--- config.mk ---
export PLATFORM = sky130hd
export DESIGN_NAME = srx_status_irq
export DESIGN_NICKNAME = d
export VERILOG_FILES = /design/src/verilog/srx_pkg.sv /design/src/verilog/srx_status_irq.sv /design/src/verilog/srx_frame_fill.sv
export VERILOG_INCLUDE_DIRS = /design/src /design/src/verilog
export SDC_FILE = /design/constraint.sdc
export NUM_CORES = 1
export LEC_CHECK = 0
export ABC_AREA = 1
export BUFFER_PORTS_ARGS = -buffer_cell sky130_fd_sc_hd__buf_2
export CAP_MARGIN = 0
export CORE_ASPECT_RATIO = 0.7
export CORE_UTILIZATION = 45
export CTS_CLUSTER_SIZE = 40
export DETAILED_ROUTE_END_ITERATION = 10
export GPL_TIMING_DRIVEN = 0
export MAX_ROUTING_LAYER = met4
export PLACE_DENSITY_LB_ADDON = 0.2
export SLEW_MARGIN = 10
export SYNTH_ARGS = -nofsm -noshare
export SYNTH_HDL_FRONTEND = slang
export SYNTH_HIERARCHICAL = 1
export SYNTH_SLANG_ARGS = --single-unit
--- constraint.sdc ---
create_clock -name mclk_in -period 2.49 [get_ports mclk_in]
set_input_delay 0.498 -clock mclk_in [delete_from_list [all_inputs] [get_ports mclk_in]]
set_output_delay 0.498 -clock mclk_in [all_outputs]
set_load 0.01 [all_outputs]
--- src/verilog/srx_map.svh ---
// Register map, field positions and reset values of the receiver
// status and interrupt block. Definitions only.
`ifndef SRX_MAP_SVH
`define SRX_MAP_SVH

// ----------------------------------------------------------------
// Register port geometry and sample width
// ----------------------------------------------------------------
`define SRX_ADDR_W        7
`define SRX_REG_W         9
`define SRX_SAMPLE_W      24

// ----------------------------------------------------------------
// Register offsets
// ----------------------------------------------------------------
`define SRX_OFF_MASK      7'h25
`define SRX_OFF_GPO_ONE   7'h26
`define SRX_OFF_GPO_TWO   7'h27
`define SRX_OFF_CAUSE     7'h2B
`define SRX_OFF_STATUS    7'h31

// ----------------------------------------------------------------
// Reset values
// ----------------------------------------------------------------
`define SRX_RST_MASK      9'h000
`define SRX_RST_GPO_ONE   9'h010
`define SRX_RST_GPO_TWO   9'h032

// ----------------------------------------------------------------
// Mask register bits (event index)
// ----------------------------------------------------------------
`define SRX_EV_LOCK       0
`define SRX_EV_VALID      1
`define SRX_EV_CHAN_STATUS_UPDATED       2
`define SRX_EV_TRANS      3
`define SRX_EV_NONPCM     4
`define SRX_EV_BURST      5
`define SRX_EV_COPY       6
`define SRX_EV_PREEMPH    7
`define SRX_EV_RATE       8

// ----------------------------------------------------------------
// Cause register bits
// ----------------------------------------------------------------
`define SRX_CA_LOCK       0
`define SRX_CA_VALID      1
`define SRX_CA_CHAN_STATUS_UPDATED       2
`define SRX_CA_TRANS      3
`define SRX_CA_NONAUDIO   4
`define SRX_CA_COPY       5
`define SRX_CA_PREEMPH    6
`define SRX_CA_RATE       7

// ----------------------------------------------------------------
// Control bits in the output select registers
// ----------------------------------------------------------------
`define SRX_BIT_FILL      8
`define SRX_BIT_IGNVAL    8

`endif

--- src/verilog/srx_pkg.sv ---
// Types shared by the receiver status and interrupt block.
// Assumes srx_map.svh is on the include path.
`include "srx_map.svh"

package srx_pkg;

  // ----------------------------------------------------------------
  // Flags from the receiver core
  // ----------------------------------------------------------------
  typedef struct packed {
    logic       non_pcm;
    logic       burst_sync;
    logic       copyright_low;
    logic       preemphasis_flag;
    logic [1:0] recovered_rate;
    logic       unlock;
    logic       validity_error;
    logic       transport_error;
    logic       chan_status_updated;
  } srx_flags_t;

  // ----------------------------------------------------------------
  // One recovered frame, both sub-frames
  // ----------------------------------------------------------------
  typedef struct packed {
    logic [`SRX_SAMPLE_W-1:0] left;
    logic [`SRX_SAMPLE_W-1:0] right;
  } srx_frame_t;

  typedef struct packed {
    srx_frame_t held;
    srx_frame_t out;
    logic       valid;
  } srx_fill_state_t;

  typedef struct packed {
    logic [`SRX_REG_W-1:0] mask;
    logic [`SRX_REG_W-1:0] gpo_one;
    logic [`SRX_REG_W-1:0] gpo_two;
    logic [7:0]            cause;
    logic [6:0]            status;
    logic                  prev_valid;
    logic                  prev_trans;
    logic                  prev_chan_status_updated;
    logic                  primed;
    logic [`SRX_REG_W-1:0] rdata;
    logic                  rvalid;
  } srx_irq_state_t;

endpackage

--- src/verilog/srx_status_irq.sv ---
// Receiver status, interrupt mask and cause registers, and error fill
// for the receiver-to-DAC and receiver-to-transmitter data paths.
// Assumes the receiver core and the serial control interface both run
// on mclk_in and present single-cycle register strobes.
`timescale 1ns/10ps

module srx_status_irq
  import srx_pkg::*;
(
  input  wire logic                   mclk_in,
  input  wire logic                   rst_in,
  input  wire srx_flags_t             flags_in,
  input  wire logic                   frame_valid_in,
  input  wire srx_frame_t             frame_in,
  input  wire logic [`SRX_ADDR_W-1:0] reg_addr_in,
  input  wire logic                   reg_wr_in,
  input  wire logic                   reg_rd_in,
  input  wire logic [`SRX_REG_W-1:0]  reg_wdata_in,
  output logic [`SRX_REG_W-1:0]       reg_rdata_out,
  output logic                        reg_rvalid_out,
  output logic                        irq_low_out,
  output srx_frame_t                  dac_frame_out,
  output logic                        dac_frame_valid_out,
  output srx_frame_t                  tx_frame_out,
  output logic                        tx_frame_valid_out
);

  srx_irq_state_t s_r;
  srx_irq_state_t s_nxt;

  logic       ignore_validity;
  logic       corrupt_fill_select;
  logic       valid_eff;
  logic [6:0] status_now;
  logic [8:0] event_raw;
  logic [8:0] event_on;
  logic [7:0] cause_set;
  logic [7:0] cause_keep;
  logic       cause_read;
  logic       dac_corrupt;
  logic       tx_corrupt;

  // ----------------------------------------------------------------
  // Register read mux
  // ----------------------------------------------------------------
  function automatic logic [`SRX_REG_W-1:0] read_mux(
    input logic [`SRX_ADDR_W-1:0] addr,
    input srx_irq_state_t         st
  );
    logic [`SRX_REG_W-1:0] v;
    v = '0;
    case (addr)
      `SRX_OFF_MASK:    v = st.mask;
      `SRX_OFF_GPO_ONE: v = st.gpo_one;
      `SRX_OFF_GPO_TWO: v = st.gpo_two;
      `SRX_OFF_CAUSE:   v = {1'b0, st.cause};
      `SRX_OFF_STATUS:  v = {2'b00, st.status};
      default:          v = '0;
    endcase
    return v;
  endfunction

  // ----------------------------------------------------------------
  // Control bits and current flag picture
  // ----------------------------------------------------------------
  // validity use or ignore
  assign ignore_validity     = s_r.gpo_two[`SRX_BIT_IGNVAL];
  assign corrupt_fill_select = s_r.gpo_one[`SRX_BIT_FILL];
  assign valid_eff = flags_in.validity_error & ~ignore_validity;

  always_comb begin
    status_now[0]   = flags_in.non_pcm;
    status_now[1]   = flags_in.burst_sync;
    status_now[2]   = flags_in.copyright_low;
    status_now[3]   = flags_in.preemphasis_flag;
    status_now[5:4] = flags_in.recovered_rate;
    status_now[6]   = flags_in.unlock;
  end

  // ----------------------------------------------------------------
  // Event detection
  // ----------------------------------------------------------------
  always_comb begin
    event_raw = '0;
    if (s_r.primed) begin
      event_raw[`SRX_EV_LOCK]    = status_now[6] ^ s_r.status[6];
      event_raw[`SRX_EV_NONPCM]  = status_now[0] ^ s_r.status[0];
      event_raw[`SRX_EV_BURST]   = status_now[1] ^ s_r.status[1];
      event_raw[`SRX_EV_COPY]    = status_now[2] ^ s_r.status[2];
      event_raw[`SRX_EV_PREEMPH] = status_now[3] ^ s_r.status[3];
      event_raw[`SRX_EV_RATE]    = |(status_now[5:4] ^ s_r.status[5:4]);
      event_raw[`SRX_EV_VALID] = valid_eff & ~s_r.prev_valid;
      event_raw[`SRX_EV_TRANS] = flags_in.transport_error
                                 & ~s_r.prev_trans;
      event_raw[`SRX_EV_CHAN_STATUS_UPDATED]  = flags_in.chan_status_updated
                                 & ~s_r.prev_chan_status_updated;
    end
  end

  assign event_on = event_raw & ~s_r.mask;

  always_comb begin
    cause_set                   = '0;
    cause_set[`SRX_CA_LOCK]     = event_on[`SRX_EV_LOCK];
    cause_set[`SRX_CA_VALID]    = event_on[`SRX_EV_VALID];
    cause_set[`SRX_CA_CHAN_STATUS_UPDATED]     = event_on[`SRX_EV_CHAN_STATUS_UPDATED];
    cause_set[`SRX_CA_TRANS]    = event_on[`SRX_EV_TRANS];
    cause_set[`SRX_CA_NONAUDIO] = event_on[`SRX_EV_NONPCM]
                                  | event_on[`SRX_EV_BURST];
    cause_set[`SRX_CA_COPY]     = event_on[`SRX_EV_COPY];
    cause_set[`SRX_CA_PREEMPH]  = event_on[`SRX_EV_PREEMPH];
    cause_set[`SRX_CA_RATE]     = event_on[`SRX_EV_RATE];
  end

  // ----------------------------------------------------------------
  // Read-to-clear with persistence of active level flags
  // ----------------------------------------------------------------
  assign cause_read = reg_rd_in && (reg_addr_in == `SRX_OFF_CAUSE);

  always_comb begin
    cause_keep = '0;
    cause_keep[`SRX_CA_VALID] = valid_eff & ~s_r.mask[`SRX_EV_VALID];
    cause_keep[`SRX_CA_TRANS] = flags_in.transport_error
                                & ~s_r.mask[`SRX_EV_TRANS];
    cause_keep[`SRX_CA_CHAN_STATUS_UPDATED]  = flags_in.chan_status_updated
                                & ~s_r.mask[`SRX_EV_CHAN_STATUS_UPDATED];
    cause_keep = cause_keep & s_r.cause;
  end

  // ----------------------------------------------------------------
  // Next state
  // ----------------------------------------------------------------
  always_comb begin
    s_nxt = s_r;

    s_nxt.status     = status_now;
    s_nxt.prev_valid = valid_eff;
    s_nxt.prev_trans = flags_in.transport_error;
    s_nxt.prev_chan_status_updated  = flags_in.chan_status_updated;
    s_nxt.primed     = 1'b1;

    if (cause_read) begin
      s_nxt.cause = cause_keep | cause_set;
    end else begin
      s_nxt.cause = s_r.cause | cause_set;
    end

    if (reg_wr_in) begin
      case (reg_addr_in)
        `SRX_OFF_MASK:    s_nxt.mask    = reg_wdata_in;
        `SRX_OFF_GPO_ONE: s_nxt.gpo_one = reg_wdata_in;
        `SRX_OFF_GPO_TWO: s_nxt.gpo_two = reg_wdata_in;
        default:          s_nxt.mask    = s_r.mask;
      endcase
    end

    s_nxt.rvalid = reg_rd_in;
    if (reg_rd_in) begin
      s_nxt.rdata = read_mux(reg_addr_in, s_r);
    end
  end

  always_ff @(posedge mclk_in) begin
    if (rst_in) begin
      s_r         <= '0;
      s_r.mask    <= `SRX_RST_MASK;
      s_r.gpo_one <= `SRX_RST_GPO_ONE;
      s_r.gpo_two <= `SRX_RST_GPO_TWO;
    end else begin
      s_r <= s_nxt;
    end
  end

  // ----------------------------------------------------------------
  // Outputs
  // ----------------------------------------------------------------
  assign reg_rdata_out  = s_r.rdata;
  assign reg_rvalid_out = s_r.rvalid;
  assign irq_low_out    = ~|s_r.cause;

  // ----------------------------------------------------------------
  // Error fill
  // ----------------------------------------------------------------
  // mask bits pick errors
  assign dac_corrupt =
    (valid_eff & s_r.mask[`SRX_EV_VALID])
    | (flags_in.transport_error & s_r.mask[`SRX_EV_TRANS]);
  assign tx_corrupt = valid_eff & s_r.mask[`SRX_EV_VALID];

  srx_frame_fill u_dac_fill (
    .mclk_in         (mclk_in),
    .rst_in          (rst_in),
    .frame_valid_in  (frame_valid_in),
    .frame_in        (frame_in),
    .corrupt_in      (dac_corrupt),
    .zero_fill_in    (corrupt_fill_select),
    .frame_out       (dac_frame_out),
    .frame_valid_out (dac_frame_valid_out)
  );

  srx_frame_fill u_tx_fill (
    .mclk_in         (mclk_in),
    .rst_in          (rst_in),
    .frame_valid_in  (frame_valid_in),
    .frame_in        (frame_in),
    .corrupt_in      (tx_corrupt),
    .zero_fill_in    (corrupt_fill_select),
    .frame_out       (tx_frame_out),
    .frame_valid_out (tx_frame_valid_out)
  );

endmodule

--- src/verilog/srx_frame_fill.sv ---
// Corrupt-frame replacement for one data path.
// Assumes frames and the corrupt flag arrive on the same clock.
`timescale 1ns/10ps

module srx_frame_fill
  import srx_pkg::*;
(
  input  wire logic       mclk_in,
  input  wire logic       rst_in,
  input  wire logic       frame_valid_in,
  input  wire srx_frame_t frame_in,
  input  wire logic       corrupt_in,
  input  wire logic       zero_fill_in,
  output srx_frame_t      frame_out,
  output logic            frame_valid_out
);

  srx_fill_state_t s_r;
  srx_fill_state_t s_nxt;

  // ----------------------------------------------------------------
  // Replace corrupt frames, remember good ones
  // ----------------------------------------------------------------
  always_comb begin
    s_nxt       = s_r;
    s_nxt.valid = frame_valid_in;
    if (frame_valid_in) begin
      if (!corrupt_in) begin
        s_nxt.held = frame_in;
        s_nxt.out  = frame_in;
      end else if (zero_fill_in) begin
        s_nxt.out = '0;
      end else begin
        s_nxt.out = s_r.held;
      end
    end
  end

  always_ff @(posedge mclk_in) begin
    if (rst_in) begin
      s_r <= '0;
    end else begin
      s_r <= s_nxt;
    end
  end

  assign frame_out       = s_r.out;
  assign frame_valid_out = s_r.valid;

endmodule

==> impl_metrics.json, run 1 <==
{
  "outcome": "completed",
  "netlist_instances": 1573,
  "die_h_microns": 135,
  "synth_edf_count": 0,
  "grt_first_pass_wirelength_mm": 48.5,
  "fmax_ghz": 0.521,
  "dp_slack_ns": 0.468,
  "clk_pin_slew_ns": 0.06,
  "antenna_cells": 0,
  "p_per_area_mw_per_mm2": 694,
  "swShare": 0.250,
  "drc": 0,
  "cts-root-buf": "clkbuf_16",
  "busiest_layer": "met1",
  "async_flop_share": 0,
  "whs_ns": 0.208,
  "layout_common_cells": "nand2_1 (322), nor2_1 (298), dfxtp_1 (250), buf_2 (215), inv_1 (134)",
  "wire_per_inst_microns": 14.4,
  "use_met2": 0.353,
  "cpPeakStageDelay_ns": 0.34,
  "path_delay_family": "simple AND/OR/NAND/NOR gates",
  "hold_viol_final": 0,
  "die_w_microns": 192,
  "p_switching_uw": 2340,
  "core_area_sq_mm": 0.0247,
  "h-tree-depth": 1,
  "min_period_ns": 1.92,
  "synth_cell_types": 32,
  "clkSinkCount": 250,
  "synthesis.area_sq_mm": 0.0113,
  "port_buffers": 185,
  "synth-seq-area-share": 0.442,
  "internal_power_uw": 7040,
  "gp_congestion": 0.878,
  "ys_seq_elements": 250,
  "dp_hpwl_mm": 22.4,
  "viasPerCell": 4.82,
  "clk_latency_ns": 0.53,
  "p_clk_frac": 0.427,
  "cts-resized-gates": 0,
  "netlist.area_leader.share": 0.442,
  "io_pins": 188,
  "fin_util": 0.548,
  "worst_ep_arrival_time_ns": 1.42,
  "power_frac_comb": 0.112,
  "antenna_found_initial": 0,
  "grt_max_degree": 16,
  "vias": 10300,
  "setup_violations": 0,
  "endpoint_kind": "primary output",
  "crit_type": "reg2out",
  "drive_above_1_share": 0.259,
  "final_common_cell": "nand2_1",
  "cts_buffers": 25,
  "maxSlewHeadroom": 0.521,
  "hold_path.class": "in2reg",
  "drv_slew": 0,
  "cts_setup_buffers": 0,
  "nets": 1864,
  "cap_viol_max_count": 0,
  "routed_wl_mm": 30.6,
  "drt_iter0_drc": 638,
  "worstPathRequired_ns": 1.99,
  "p_seq_frac": 0.461,
  "firstDrtPassIters": 5,
  "cts_tree": "built",
  "overflow": 0,
  "r2r_slack_ns": 0.62,
  "ant_nets": 0,
  "setup_ws_ns": 0.571,
  "synth-warning-count": 6,
  "fin_crit_sh": 0.771,
  "p_leak_uw": 0.00641,
  "grtUsageMet3": 0.0359,
  "rows": 48,
  "crit_buf_inv": 1,
  "tightest_slew_ns": 0.719,
  "synth.area.top_cells": "dfxtp_1 (44%), nand2_1 (11%), nor2_1 (9.9%)",
  "die-area_sq_mm": 0.0258,
  "cts_hold_buf": 0,
  "synth_top_area_cell": "dfxtp_1",
  "avgSynthCellArea_sq_um": 7.19,
  "fin_skew_ns": 0.0166,
  "fin_area_sq_mm": 0.0135,
  "initial_core_util": 0.458,
  "place_area_sq_mm": 0.0126,
  "rsz0062_at_grt": "no",
  "syn-num-nets": 1652,
  "path_max_fanout": 4,
  "clockBufferDepth": 3,
  "cp_cell_sequence": "nor4_1 -> and2_1 -> buf_2",
  "startpoint_type": "flip-flop",
  "slowest_stage": "dfxtp_1",
  "syn2layout_area_growth_pct": 19.5,
  "grt_util_met1": 0.355,
  "ir_worst_vdd_mv": 0.566,
  "grt_pass1_vias": 9326,
  "setup_tns_ns": 0,
  "synth_flop_cell": "dfxtp_1",
  "grtUsageTotal": 0.244
}
-- registers in the layout, summed over array words and instances, names as in the netlist --
signal	count
corrupt_fill_select	1
reg_rdata_out	9
u_tx_fill/s_r	48
u_dac_fill/frame_valid_out	1
u_tx_fill/frame_out	48
ignore_validity	1
reg_rvalid_out	1
u_tx_fill/frame_valid_out	1
u_dac_fill/s_r	48
u_dac_fill/frame_out	48
s_r	44
-- per-layer routing --
metal / vias up / wire length (microns)
li1: 5223 / -
met1: 4671 / 15100
met2: 317 / 12900
met3: 44 / 1990
met4: 0 / 567
met5: - / 0
-- Yosys cell counts, types with 3 or more instances --
cell type  instances
inv_1            134
dfxtp_1          250
clkbuf_1          19
nand3_1          126
buf_6             13
buf_1              4
nor2_1           298
buf_4            124
nand3_2            4
nor2_2            43
o21ai_1           13
nor3_1             7
nand2_1          322
nand2_4            3
a211oi_2           9
buf_2             30
nor2_8             3
a21oi_1          118
o21ai_0           25
o211ai_1           6
inv_2              6
-- cell type report --
cell class,count,area [sq um]
Fill cell,2418,11200
Sequential cell,250,5000
Multi-Input combinational cell,992,4470
Buffer,190,1310
Timing Repair Buffer,185,926
Clock buffer,32,692
Inverter,141,532
Tap cell,325,407
Clock inverter,13,180
-- cells by family (layout without fill, tap and decap cells) --
logic type      count (synthesis)  after routing  synth area share
compound gates                174            174            0.0848
simple gates                  814            814             0.307
xor+xnor                        4              4           0.00310
buf+inv                       331            561             0.163
flops                         250            250             0.442
-- power by group through the flow --
stage          Clock, uW  Combinational, uW  Sequential [uW]
2_1_floorplan          0                702             4380
3_3_place_gp           0               1020             4410
3_5_place_dp           0               1040             4410
4_1_cts             4090               1050             4320
5_1_grt             4230               1170             4350
6_report            4010               1050             4320
-- worst reg2reg max path, delay by kind of cell, from the launching register on --
family / cells / cell delay (ns)
DFF: 1 / 0.33
and+or+nand+nor: 5 / 0.48
buffers and inverters: 4 / 0.64
AOI/OAI and AO/OA: 1 / 0.30
-- metrics by stage --
step	cells	total power, uW
floorplan	1573	5080
global placement	2083	5430
detailed placement	2083	5450
CTS	2128	9460
global route	2128	9750
finish	2128	9380
-- final timing paths --
check	startpoint	to	cells past startpoint
max	s_r[23]	irq_low_out	3
min reg2reg	s_r[32]	s_r[32]	2
min	flags_in[9]	s_r[14]	3
max reg2reg	ignore_validity	u_dac_fill/frame_out[32]	10
Note: power is estimated with default switching activity, not from simulation.
==> run 2: changes to the inputs <==
--- a/config.mk
+++ b/config.mk
@@ -6,7 +6,7 @@
 export SDC_FILE = /design/constraint.sdc
 export NUM_CORES = 1
 export LEC_CHECK = 0
-export ABC_AREA = 1
+export ABC_AREA = 0
 export BUFFER_PORTS_ARGS = -buffer_cell sky130_fd_sc_hd__buf_2
 export CAP_MARGIN = 0
 export CORE_ASPECT_RATIO = 0.7
==> constraint.sdc (replaced) <==
create_clock -name mclk_in -period 1.8 [get_ports mclk_in]
set_input_delay 0.36 -clock mclk_in [delete_from_list [all_inputs] [get_ports mclk_in]]
set_output_delay 0.36 -clock mclk_in [all_outputs]
set_load 0.01 [all_outputs]
==> run 2 against run 1 <==
Effect of this change: the flow now finishes with violations (setup timing); utilization rose by 1.9 points; via count is 4.3% lower; synthesized cell count decreased by 15%; critical path type unchanged; final area grew 0.78%; die area down 0.60%; non-clock buffer count increased by 19; final cell count decreased by 11%.
==> impl_metrics.json, run 2 <==
{
  "clk_latency_ns": 0.53,
  "fmax_ghz": 0.503,
  "final_common_cell": "dfxtp_1",
  "synth.area.top_cells": "dfxtp_1 (44%), a21oi_1 (8.4%), buf_4 (7.1%)",
  "setup_ws_ns": -0.187,
  "hold_viol_final": 0,
  "die_h_microns": 134,
  "viasPerCell": 5.20,
  "netlist_instances": 1332,
  "fillers": 2237,
  "path_max_fanout": 3,
  "violations": "setup timing",
  "synthesis.area_sq_mm": 0.0112,
  "drt_iter0_drc": 519,
  "drv_slew": 0,
  "cpPeakStageDelay_ns": 0.54,
  "routed_wl_mm": 32.0,
  "maxSlewHeadroom": 0.408,
  "rows": 47,
  "yosysMostFrequentCell": "dfxtp_1",
  "stdcell_count": 1886,
  "synth_cell_types": 47,
  "die_w_microns": 191,
  "startpoint_type": "flip-flop",
  "rsz0062_at_grt": "yes",
  "endpoint_kind": "primary output",
  "setup_violations": 1,
  "synth_edf_count": 0,
  "grt_max_degree": 13,
  "clkSinkCount": 250,
  "fin_area_sq_mm": 0.0136,
  "overflow": 0,
  "grt_pass1_vias": 8907,
  "whs_ns": 0.0562,
  "placed_cells": 1834,
  "port_buffers": 184,
  "hold_path.class": "in2reg",
  "cp_cell_sequence": "or4_4 -> nor2_4 -> buf_6",
  "syn2layout_area_growth_pct": 21.1,
  "async_flop_share": 0,
  "p_per_area_mw_per_mm2": 934,
  "cts_hold_buf": 0,
  "slowest_stage": "or4_4",
  "synth-seq-area-share": 0.445,
  "vias": 9809,
  "outcome": "complete, but fails checks",
  "netlist.area_leader.share": 0.445,
  "synth-warning-count": 6,
  "wire_per_inst_microns": 17.0,
  "cts_tree": "built",
  "firstDrtPassIters": 5,
  "cts-root-buf": "clkbuf_16",
  "clk_pin_slew_ns": 0.06,
  "clockBufferDepth": 3,
  "dp_hpwl_mm": 22.9,
  "drive_above_1_share": 0.299,
  "layout_common_cells": "dfxtp_1 (243), nand2_1 (213), buf_2 (201), a21oi_1 (185), nor2_1 (126)",
  "gp_congestion": 0.928,
  "h-tree-depth": 1,
  "place_area_sq_mm": 0.0126,
  "total_power_uw": 12700,
  "cap_viol_max_count": 0,
  "antenna_found_initial": 4,
  "worstPathRequired_ns": 1.44,
  "cts_buffers": 26,
  "fin_skew_ns": 0.0120,
  "syn-num-nets": 1411,
  "ir_worst_vdd_mv": 0.701,
  "die-area_sq_mm": 0.0256,
  "fin_crit_sh": 1.10,
  "p_leak_uw": 0.00593,
  "synth_top_area_cell": "dfxtp_1",
  "crit_type": "reg2out",
  "synth_common_cells": "dfxtp_1 (250), nand2_1 (213), a21oi_1 (189), nor2_1 (128), nor2b_1 (117)",
  "ys_seq_elements": 250,
  "core_area_sq_mm": 0.0241,
  "worst_ep_arrival_time_ns": 1.63,
  "nets": 1629,
  "drc": 0,
  "io_pins": 188,
  "tightest_slew_ns": 0.888,
  "initial_core_util": 0.468,
  "grt_first_pass_wirelength_mm": 49.5,
  "avgSynthCellArea_sq_um": 8.44,
  "min_period_ns": 1.99,
  "grtUsageTotal": 0.252,
  "setup_tns_ns": -0.187,
  "ant_nets": 0,
  "synth_flop_cell": "dfxtp_1"
}
## run 2: logic make-up after synthesis
family / count (synthesis) / synth area share
and+or+nand+nor: 497 / 0.204
AOI/OAI and AO/OA: 343 / 0.208
DFF: 250 / 0.445
buffers and inverters: 209 / 0.114
muxes: 26 / 0.0235
xor gates and xnor gates: 7 / 0.00545
## run 2: critical path: cells and delay by family (launching register included)
kind	cells	cell delay, ns
DFF	1	0.33
and+or+nand+nor	2	0.67
buffers and inverters	1	0.10
## run 2: area by class of cell
| cell class | instances | area (sq um) | share of cell area |
|---|---|---|---|
| antenna | 4 | 10.0 | 0.000735 |
| tap | 318 | 398 | 0.0292 |
| timing repair buffer | 191 | 1020 | 0.0750 |
| buffer | 203 | 1360 | 0.0998 |
| sequential | 250 | 5020 | 0.368 |
| inverter | 5 | 18.8 | 0.00138 |
| multi-input combinational | 873 | 5010 | 0.368 |
| clock inverter | 3 | 15.0 | 0.00110 |
| clock buffer | 39 | 771 | 0.0566 |
## run 2: routing by layer
metal,part of all wire,vias up,track usage
met2,0.41,275,0.344
li1,-,4826,-
met3,0.067,39,0.0508
met1,0.51,4669,0.377
met4,0.015,0,0.0476
met5,0,-,-
## run 2: where the power goes
group          total (uW)  internal [uW]  switching, uW
registers            6020           5840            181
logic                1630            738            888
clock network        5080           2920           2160
total               12700           9500           3230
## run 2: per-stage QoR
stage                     setup slack (ns)  utilization
final                               -0.187        0.567
after global routing                -0.222        0.567
after CTS                           -0.236        0.559
after detailed placement            -0.606        0.522
after global placement              -0.608        0.522
after floorplan                    0.00245            -
## run 2: what timing repair did
| item | CTS | global route |
|---|---|---|
| setup buffers | 4 | 2 |
| pin swaps | 3 | 3 |
| setup endpoints to repair | 185 | 139 |
| gates resized for setup | 16 | 59 |
| cloned | 0 | 1 |
## run 2: final timing paths
path	start	to	slack (ns)	depth (start not counted)
max	s_r[28]	irq_low_out	-0.19	3
min	flags_in[0]	s_r[11]	0.06	2
max reg2reg	ignore_validity	u_dac_fill/frame_out[35]	0.06	8
min reg2reg	s_r[29]	s_r[29]	0.45	2
